**src/verilog/otgtr_pkg.sv**
```systemverilog
// Purpose: constants and types for the otg timer and rise-enable block
// Assumes: 16-bit local register bus, byte addresses as printed
// Notes: one package shared by the block and the bench
package otgtr_pkg;
  localparam logic [15:0] ADDR_RISE_SET = 16'h0384;
  localparam logic [15:0] ADDR_RISE_CLR = 16'h0386;
  localparam logic [15:0] ADDR_TMR_LO_SET = 16'h0388;
  localparam logic [15:0] ADDR_TMR_LO_CLR = 16'h038a;
  localparam logic [15:0] ADDR_TMR_HI_SET = 16'h038c;
  localparam logic [15:0] ADDR_TMR_HI_CLR = 16'h038e;
  localparam logic [15:0] RISE_RESET = 16'h0000;
  localparam logic [15:0] RISE_WR_MASK = 16'h03ff;
  localparam logic [15:0] TMR_LO_RESET = 16'h0000;
  localparam logic [15:0] TMR_HI_RESET = 16'h0000;
  localparam logic [15:0] TMR_HI_WR_MASK = 16'h80ff;
  localparam int RUN_BIT_HI = 15;
  localparam int NUM_EVENTS = 10;
  localparam int EV_TIMEOUT = 9;
  localparam int EV_SE0_IDLE = 8;
  localparam int EV_SESS_END = 7;
  localparam int EV_B_DISCONNECT_A_CONNECT = 6;
  localparam int EV_RESUME = 5;
  localparam int EV_REMOTE_CONN = 4;
  localparam int EV_CONN_TYPE = 3;
  localparam int EV_DPLUS_PULSE_IN_SESSION_REQUEST = 2;
  localparam int EV_SESS_VLD = 1;
  localparam int EV_BUS_VLD = 0;
  // tick period and clock period in ns
  localparam int TICK_NS = 10000;
  localparam int CLK_PERIOD_NS = 25;
  localparam int TICK_CYCLES = TICK_NS / CLK_PERIOD_NS;
  localparam int PRESCALE_W = 9;
  localparam logic [PRESCALE_W-1:0] PRESCALE_LAST = PRESCALE_W'(TICK_CYCLES - 1);

  typedef enum logic [1:0] {
    OTGTR_IDLE = 2'b00,
    OTGTR_RUN = 2'b01,
    OTGTR_DONE = 2'b11
  } otgtr_state_t;

  typedef struct packed {
    logic cs;
    logic wr;
    logic rd;
    logic [15:0] addr;
    logic [15:0] wdata;
  } otgtr_bus_req_t;

  typedef struct packed {
    logic b_idle_long_se0;
    logic b_session_ended;
    logic b_disconnect_a_connect;
    logic port_resume_seen;
    logic remote_connect_seen;
    logic connector_type_pin;
    logic dplus_pulse_in_session_request;
    logic session_valid;
    logic bus_supply_valid;
  } otgtr_status_t;
endpackage : otgtr_pkg

```
**src/verilog/otgtr_top.sv**
```systemverilog
// Purpose: otg timer and rising-edge interrupt enable mask
// Assumes: synchronous status inputs and bus strobes on CLK
// Notes: RISE_EVENT pulses feed the interrupt latch elsewhere
module otgtr_top
  import otgtr_pkg::*;
(
  input wire logic CLK,
  input wire logic ARST_N,
  input wire logic CLK_EN,
  input wire otgtr_pkg::otgtr_bus_req_t BUS_REQ,
  input wire otgtr_pkg::otgtr_status_t OTG_STATUS,
  output logic [15:0] BUS_RDATA,
  output logic BUS_RVALID,
  output logic [otgtr_pkg::NUM_EVENTS-1:0] RISE_EVENT,
  output logic SESSION_TIMER_EXPIRED,
  output logic TIMER_RUNNING
);
  import otgtr_pkg::*;

  logic [15:0] rise_en_reg;
  logic [15:0] tmr_lo_reg;
  logic [15:0] tmr_hi_reg;
  logic [23:0] count_reg;
  logic [PRESCALE_W-1:0] prescale_reg;
  otgtr_state_t state_reg;
  logic [NUM_EVENTS-2:0] status_prev_reg;
  logic [NUM_EVENTS-2:0] status_now;
  logic expired_pulse;
  logic wr_rise_set;
  logic wr_rise_clr;
  logic wr_lo_set;
  logic wr_lo_clr;
  logic wr_hi_set;
  logic wr_hi_clr;
  logic run_start;
  logic run_stop;
  logic [23:0] timer_preload;
  logic tick;

  // write strobe decode
  always_comb
  begin
    wr_rise_set = 1'b0;
    wr_rise_clr = 1'b0;
    wr_lo_set = 1'b0;
    wr_lo_clr = 1'b0;
    wr_hi_set = 1'b0;
    wr_hi_clr = 1'b0;
    if (BUS_REQ.cs && BUS_REQ.wr)
    begin
      if (BUS_REQ.addr == ADDR_RISE_SET)
        wr_rise_set = 1'b1;
      else if (BUS_REQ.addr == ADDR_RISE_CLR)
        wr_rise_clr = 1'b1;
      else if (BUS_REQ.addr == ADDR_TMR_LO_SET)
        wr_lo_set = 1'b1;
      else if (BUS_REQ.addr == ADDR_TMR_LO_CLR)
        wr_lo_clr = 1'b1;
      else if (BUS_REQ.addr == ADDR_TMR_HI_SET)
        wr_hi_set = 1'b1;
      else if (BUS_REQ.addr == ADDR_TMR_HI_CLR)
        wr_hi_clr = 1'b1;
    end
  end

  always_ff @(posedge CLK or negedge ARST_N)
  begin
    if (!ARST_N)
      rise_en_reg <= RISE_RESET;
    else if (CLK_EN)
    begin
      // reserved bits kept at zero even if software slips
      if (wr_rise_set)
        rise_en_reg <= rise_en_reg | (BUS_REQ.wdata & RISE_WR_MASK);
      else if (wr_rise_clr)
        rise_en_reg <= rise_en_reg & ~BUS_REQ.wdata;
    end
  end

  always_ff @(posedge CLK or negedge ARST_N)
  begin
    if (!ARST_N)
      tmr_lo_reg <= TMR_LO_RESET;
    else if (CLK_EN)
    begin
      if (wr_lo_set)
        tmr_lo_reg <= tmr_lo_reg | BUS_REQ.wdata;
      else if (wr_lo_clr)
        tmr_lo_reg <= tmr_lo_reg & ~BUS_REQ.wdata;
    end
  end

  assign run_start = wr_hi_set && BUS_REQ.wdata[RUN_BIT_HI] && !tmr_hi_reg[RUN_BIT_HI];
  assign run_stop = wr_hi_clr && BUS_REQ.wdata[RUN_BIT_HI];

  always_ff @(posedge CLK or negedge ARST_N)
  begin
    if (!ARST_N)
      tmr_hi_reg <= TMR_HI_RESET;
    else if (CLK_EN)
    begin
      if (wr_hi_set)
        tmr_hi_reg <= tmr_hi_reg | (BUS_REQ.wdata & TMR_HI_WR_MASK);
      else if (wr_hi_clr)
        tmr_hi_reg <= tmr_hi_reg & ~BUS_REQ.wdata;
      // self clear on expiry
      // applied last so a same-cycle write cannot leave run set with no timer behind it
      if (expired_pulse)
        tmr_hi_reg[RUN_BIT_HI] <= 1'b0;
    end
  end

  assign timer_preload = {tmr_hi_reg[7:0], tmr_lo_reg};
  assign tick = (prescale_reg == PRESCALE_LAST);

  always_ff @(posedge CLK or negedge ARST_N)
  begin
    if (!ARST_N)
      prescale_reg <= '0;
    else if (CLK_EN)
    begin
      if (state_reg != OTGTR_RUN || tick)
        prescale_reg <= '0;
      else
        prescale_reg <= prescale_reg + 1'b1;
    end
  end

  // timer state machine
  always_ff @(posedge CLK or negedge ARST_N)
  begin
    if (!ARST_N)
    begin
      state_reg <= OTGTR_IDLE;
      count_reg <= '0;
    end
    else if (CLK_EN)
    begin
      case (state_reg)
        OTGTR_IDLE:
        begin
          if (run_start)
          begin
            state_reg <= OTGTR_RUN;
            count_reg <= {timer_preload[23:16] | BUS_REQ.wdata[7:0], timer_preload[15:0]};
          end
        end
        OTGTR_RUN:
        begin
          if (run_stop)
            state_reg <= OTGTR_IDLE;
          else if (count_reg == 24'h000000)
            state_reg <= OTGTR_DONE;
          else if (tick)
          begin
            count_reg <= count_reg - 1'b1;
            if (count_reg == 24'h000001)
              state_reg <= OTGTR_DONE;
          end
        end
        OTGTR_DONE:
          state_reg <= OTGTR_IDLE;
        default:
          state_reg <= OTGTR_IDLE;
      endcase
    end
  end

  assign expired_pulse = (state_reg == OTGTR_DONE);
  assign SESSION_TIMER_EXPIRED = expired_pulse && CLK_EN;
  assign TIMER_RUNNING = tmr_hi_reg[RUN_BIT_HI];

  assign status_now = {
    OTG_STATUS.b_idle_long_se0,
    OTG_STATUS.b_session_ended,
    OTG_STATUS.b_disconnect_a_connect,
    OTG_STATUS.port_resume_seen,
    OTG_STATUS.remote_connect_seen,
    OTG_STATUS.connector_type_pin,
    OTG_STATUS.dplus_pulse_in_session_request,
    OTG_STATUS.session_valid,
    OTG_STATUS.bus_supply_valid
  };

  // previous status for edge detect
  always_ff @(posedge CLK or negedge ARST_N)
  begin
    if (!ARST_N)
      status_prev_reg <= '0;
    else if (CLK_EN)
      status_prev_reg <= status_now;
  end

  // bit positions
  // the fall side is elsewhere; a rise is only forwarded when enabled here
  always_comb
  begin
    RISE_EVENT = {expired_pulse, status_now & ~status_prev_reg} &
      rise_en_reg[NUM_EVENTS-1:0];
    if (!CLK_EN)
      RISE_EVENT = '0;
  end

  always_ff @(posedge CLK or negedge ARST_N)
  begin
    if (!ARST_N)
    begin
      BUS_RDATA <= 16'h0000;
      BUS_RVALID <= 1'b0;
    end
    else if (CLK_EN)
    begin
      BUS_RVALID <= BUS_REQ.cs && BUS_REQ.rd;
      if (BUS_REQ.cs && BUS_REQ.rd)
      begin
        if (BUS_REQ.addr == ADDR_RISE_SET || BUS_REQ.addr == ADDR_RISE_CLR)
          BUS_RDATA <= rise_en_reg;
        else if (BUS_REQ.addr == ADDR_TMR_LO_SET || BUS_REQ.addr == ADDR_TMR_LO_CLR)
          BUS_RDATA <= tmr_lo_reg;
        else if (BUS_REQ.addr == ADDR_TMR_HI_SET || BUS_REQ.addr == ADDR_TMR_HI_CLR)
          BUS_RDATA <= tmr_hi_reg;
        else
          BUS_RDATA <= 16'h0000;
      end
    end
  end
endmodule : otgtr_top

```
**config.mk**
```make
export PLATFORM = sky130hd
export DESIGN_NAME = otgtr_top
export DESIGN_NICKNAME = d
export VERILOG_FILES = /design/src/verilog/otgtr_pkg.sv /design/src/verilog/otgtr_top.sv
export SDC_FILE = /design/constraint.sdc
export NUM_CORES = 1
export LEC_CHECK = 0
export BUFFER_PORTS_ARGS = -buffer_cell sky130_fd_sc_hd__buf_2
export CORE_ASPECT_RATIO = 0.9
export CORE_MARGIN = 5
export CORE_UTILIZATION = 57
export CTS_CLUSTER_DIAMETER = 30
export DETAILED_ROUTE_END_ITERATION = 8
export PLACE_DENSITY_LB_ADDON = 0.1
export SLEW_MARGIN = 20
export SYNTH_ARGS = -nofsm -noshare
export SYNTH_HDL_FRONTEND = slang
export SYNTH_SLANG_ARGS = --single-unit
```
**constraint.sdc**
```tcl
create_clock -name CLK -period 4.5 [get_ports CLK]
set_input_delay 0.9 -clock CLK [delete_from_list [all_inputs] [get_ports CLK]]
set_output_delay 0.9 -clock CLK [all_outputs]
set_load 0.01 [all_outputs]
```
==> reports/summary.txt <==
Clock Latency Late Sink: 0.40 ns
number of antenna diodes: 0
Fill cells: 792
Yosys top cell area share: 0.492
Post-synth EDFFs: 0
WP depth: 8
Yosys cell types: 52
syn nets: 661
htree depth: 3
CP top delay family: simple AND/OR/NAND/NOR gates
footprint of the multi-input gates: 2630 sq um
Chip Height: 104 um
synth top area cells: dfrtp_1 49%, nand2_1 8.1%, mux2_2 4.7%
Die ar.: 11,800 sq um
Vias: 4,862
Longest Clk Path Bufs: 2
Gate Count Post-Synth: 611
Final ANT Viol Nets: 0
CP max stage delay: 0.88 ns
synthesis warning total: 0
syn_area_per_cell: 9.07 sq um
reg2reg path depth: 6
die extent in x: 114 um
GPL Wtd Cong: 0.910
Final period util: 0.670
overall routing resource usage: 0.252
DRT Pass-1 Iters: 5
Starting Density: 0.579
crit path cell chain: buf_2, nor4b_1, nand4b_1, buf_4, nor3b_2, nand2_1, nand2_1, o21ai_0
ys async rst share: 1.00
final max-slew violation count: 0
Yosys top cell by area: dfrtp_1
fmax: 0.332 GHz
vias per inst: 6.06
count leader, synth: nand2_1
arrival time worst endpoint: 3.29 ns
grt ovf: 0
final hold slack: 0.482 ns
layout cells sized above 1: 0.198
critical path fanouts, max: 22
Buffers on Ports: 75
Worst Tran Pin Value: 1.06 ns
FF+latch count, synth: 109
layout net count: 721
CTS Root Cell: clkbuf_8
mapped cell area: 5540 sq um
Num CTS Buffers: 9
min cycle time layout: 3.02 ns
Clk pin slew, worst setup/hold paths: 0.12 ns
register area: 2730 sq um
first-pass GRT wire length: 24,000 um
top post-synthesis cells by count: 120 x nand2_1, 109 x dfrtp_1, 35 x nor2_1, 35 x o21ai_0, 31 x o21ai_1
Worst Setup Path Type: primary input to flop
# hold bufs at CTS: 0
# clock sinks: 109
DRT Wirelength: 14,500 um
post-DP HPWL: 10,300 um
max cap viols: 0
Hold Vio Cnt, Final: 0
PD cells: 280 nW/um^2
outcome: finished clean
register area share after synthesis: 0.492
maximum VDD drop: 0.212 mV
final setup violation count: 0
antenna violations before repair: 0
Initial DRC Count: 491
Hold WC Path Type: flop to flop
Avg WL per Cell: 18.0 um
CTS tree: built
slowest stage cell, crit path: nor3b_2
setup TNS: 0 ns
leakage: 2.81 nW
Core Region: 9570 sq um
Worst slew margin: 0.293
cts repair resizes: 0
hold depth: 2
Top FF cell, synth: dfrtp_1
Worst Clk Skew: 0.0203 ns
IO Count: 76
number of global-route vias before repair: 4,606
synth-to-layout area growth: 12.2%
RSZ-0062 raised after global routing: no
Critical Path Start Type: primary input
critical path capture point type: flop
# rows: 34
Crit path top cell by count: nand2_1
number of post-CTS setup repair buffers: 0
CP bufs+invs: 2
largest net degree at the start of global routing: 84
worst path required time: 4.77 ns
# DRC: 0
per-stage QoR:
stage	cell area, sq um	util	setup slack (ns)	power, mW	cells
floorplan	5540	-	1.71	1.08	611
detailed placement	6000	0.627	1.08	1.15	786
finish	6220	0.650	1.48	1.74	802
global route	6220	0.650	1.27	1.81	802
global placement	6000	0.627	1.19	1.15	786
CTS	6200	0.648	1.50	1.75	802
layout make-up:
type,count,share of cell area
Sequential cell,109,0.439
Multi-Input combinational cell,452,0.423
Timing Repair Buffer,82,0.0698
Tap cell,126,0.0254
Clock buffer,10,0.0221
Clock inverter,6,0.0105
Inverter,17,0.0103
report_power, final:
group          switching, mW  internal, mW
combinational         0.0916        0.0432
clock                  0.379         0.233
sequential           0.00725         0.989
total                  0.478          1.27
worst register-to-register path, cell delays in order, from the launching register on:
cell	delay, ns
dfrtp_1	0.44
inv_1	0.10
ha_1	0.22
or3b_2	0.52
or4_1	0.45
o311ai_2	0.80
o21ai_1	0.17
routing by layer:
metal / part of all wire / wire (um) / GRT usage / vias up
li1: - / - / - / 2310
met3: 0.068 / 983 / 0.0484 / 16
met2: 0.45 / 6540 / 0.365 / 199
met1: 0.46 / 6700 / 0.388 / 2337
met4: 0.017 / 244 / 0.0687 / 0
met5: 0 / 0 / 0 / -
kinds of logic (layout without fill, tap and decap cells):
group                      count (synthesis)  in the layout  share of synthesized area
DFF                                      109            109                      0.492
xor gates and xnor gates                   4              4                    0.00632
AOI/OAI and AO/OA                        170            170                      0.187
buffers and inverters                     50            115                     0.0366
and+or+nand+nor                          246            246                      0.213
muxes                                     29             29                     0.0585
adders and majority gates                  3              3                    0.00677
final timing paths:
kind	from	end	slack [ns]
max in group asynchronous	ARST_N	prescale_reg[8]	3.12
min in group asynchronous	ARST_N	count_reg[14]	0.53
min	BUS_RDATA[13]	BUS_RDATA[13]	0.48
max reg2reg	count_reg[0]	count_reg[17]	1.66
max	BUS_REQ[27]	flop	1.48
min reg2reg	BUS_RDATA[13]	BUS_RDATA[13]	0.48
layout by cell type, fill, tap and decap left out, types with 3 or more instances in the layout:
cell      Yosys  routed
and3_1        3       3
ha_1          3       3
nor2_1       35      35
buf_2         6      74
mux2_1        4       4
buf_4         0       7
a31oi_1       6       6
o21ai_0      35      35
a22oi_1      18      18
o21ai_1      31      31
mux2_2       23      23
inv_1        17      17
nand3_1      20      19
or3_1         4       4
nand2_1     120     120
nand2b_1      5       5
or4_1         6       6
o31ai_1      24      24
a21oi_1      28      28
nor3b_1      10       9
nor4_1       10       9
o22ai_1       7       7
nor3_1       11      11
clkbuf_8      0      10
dfrtp_1     109     109
a21boi_0     14      14
and2_1        3       3
No activity file was read; power rests on OpenSTA's default activity.
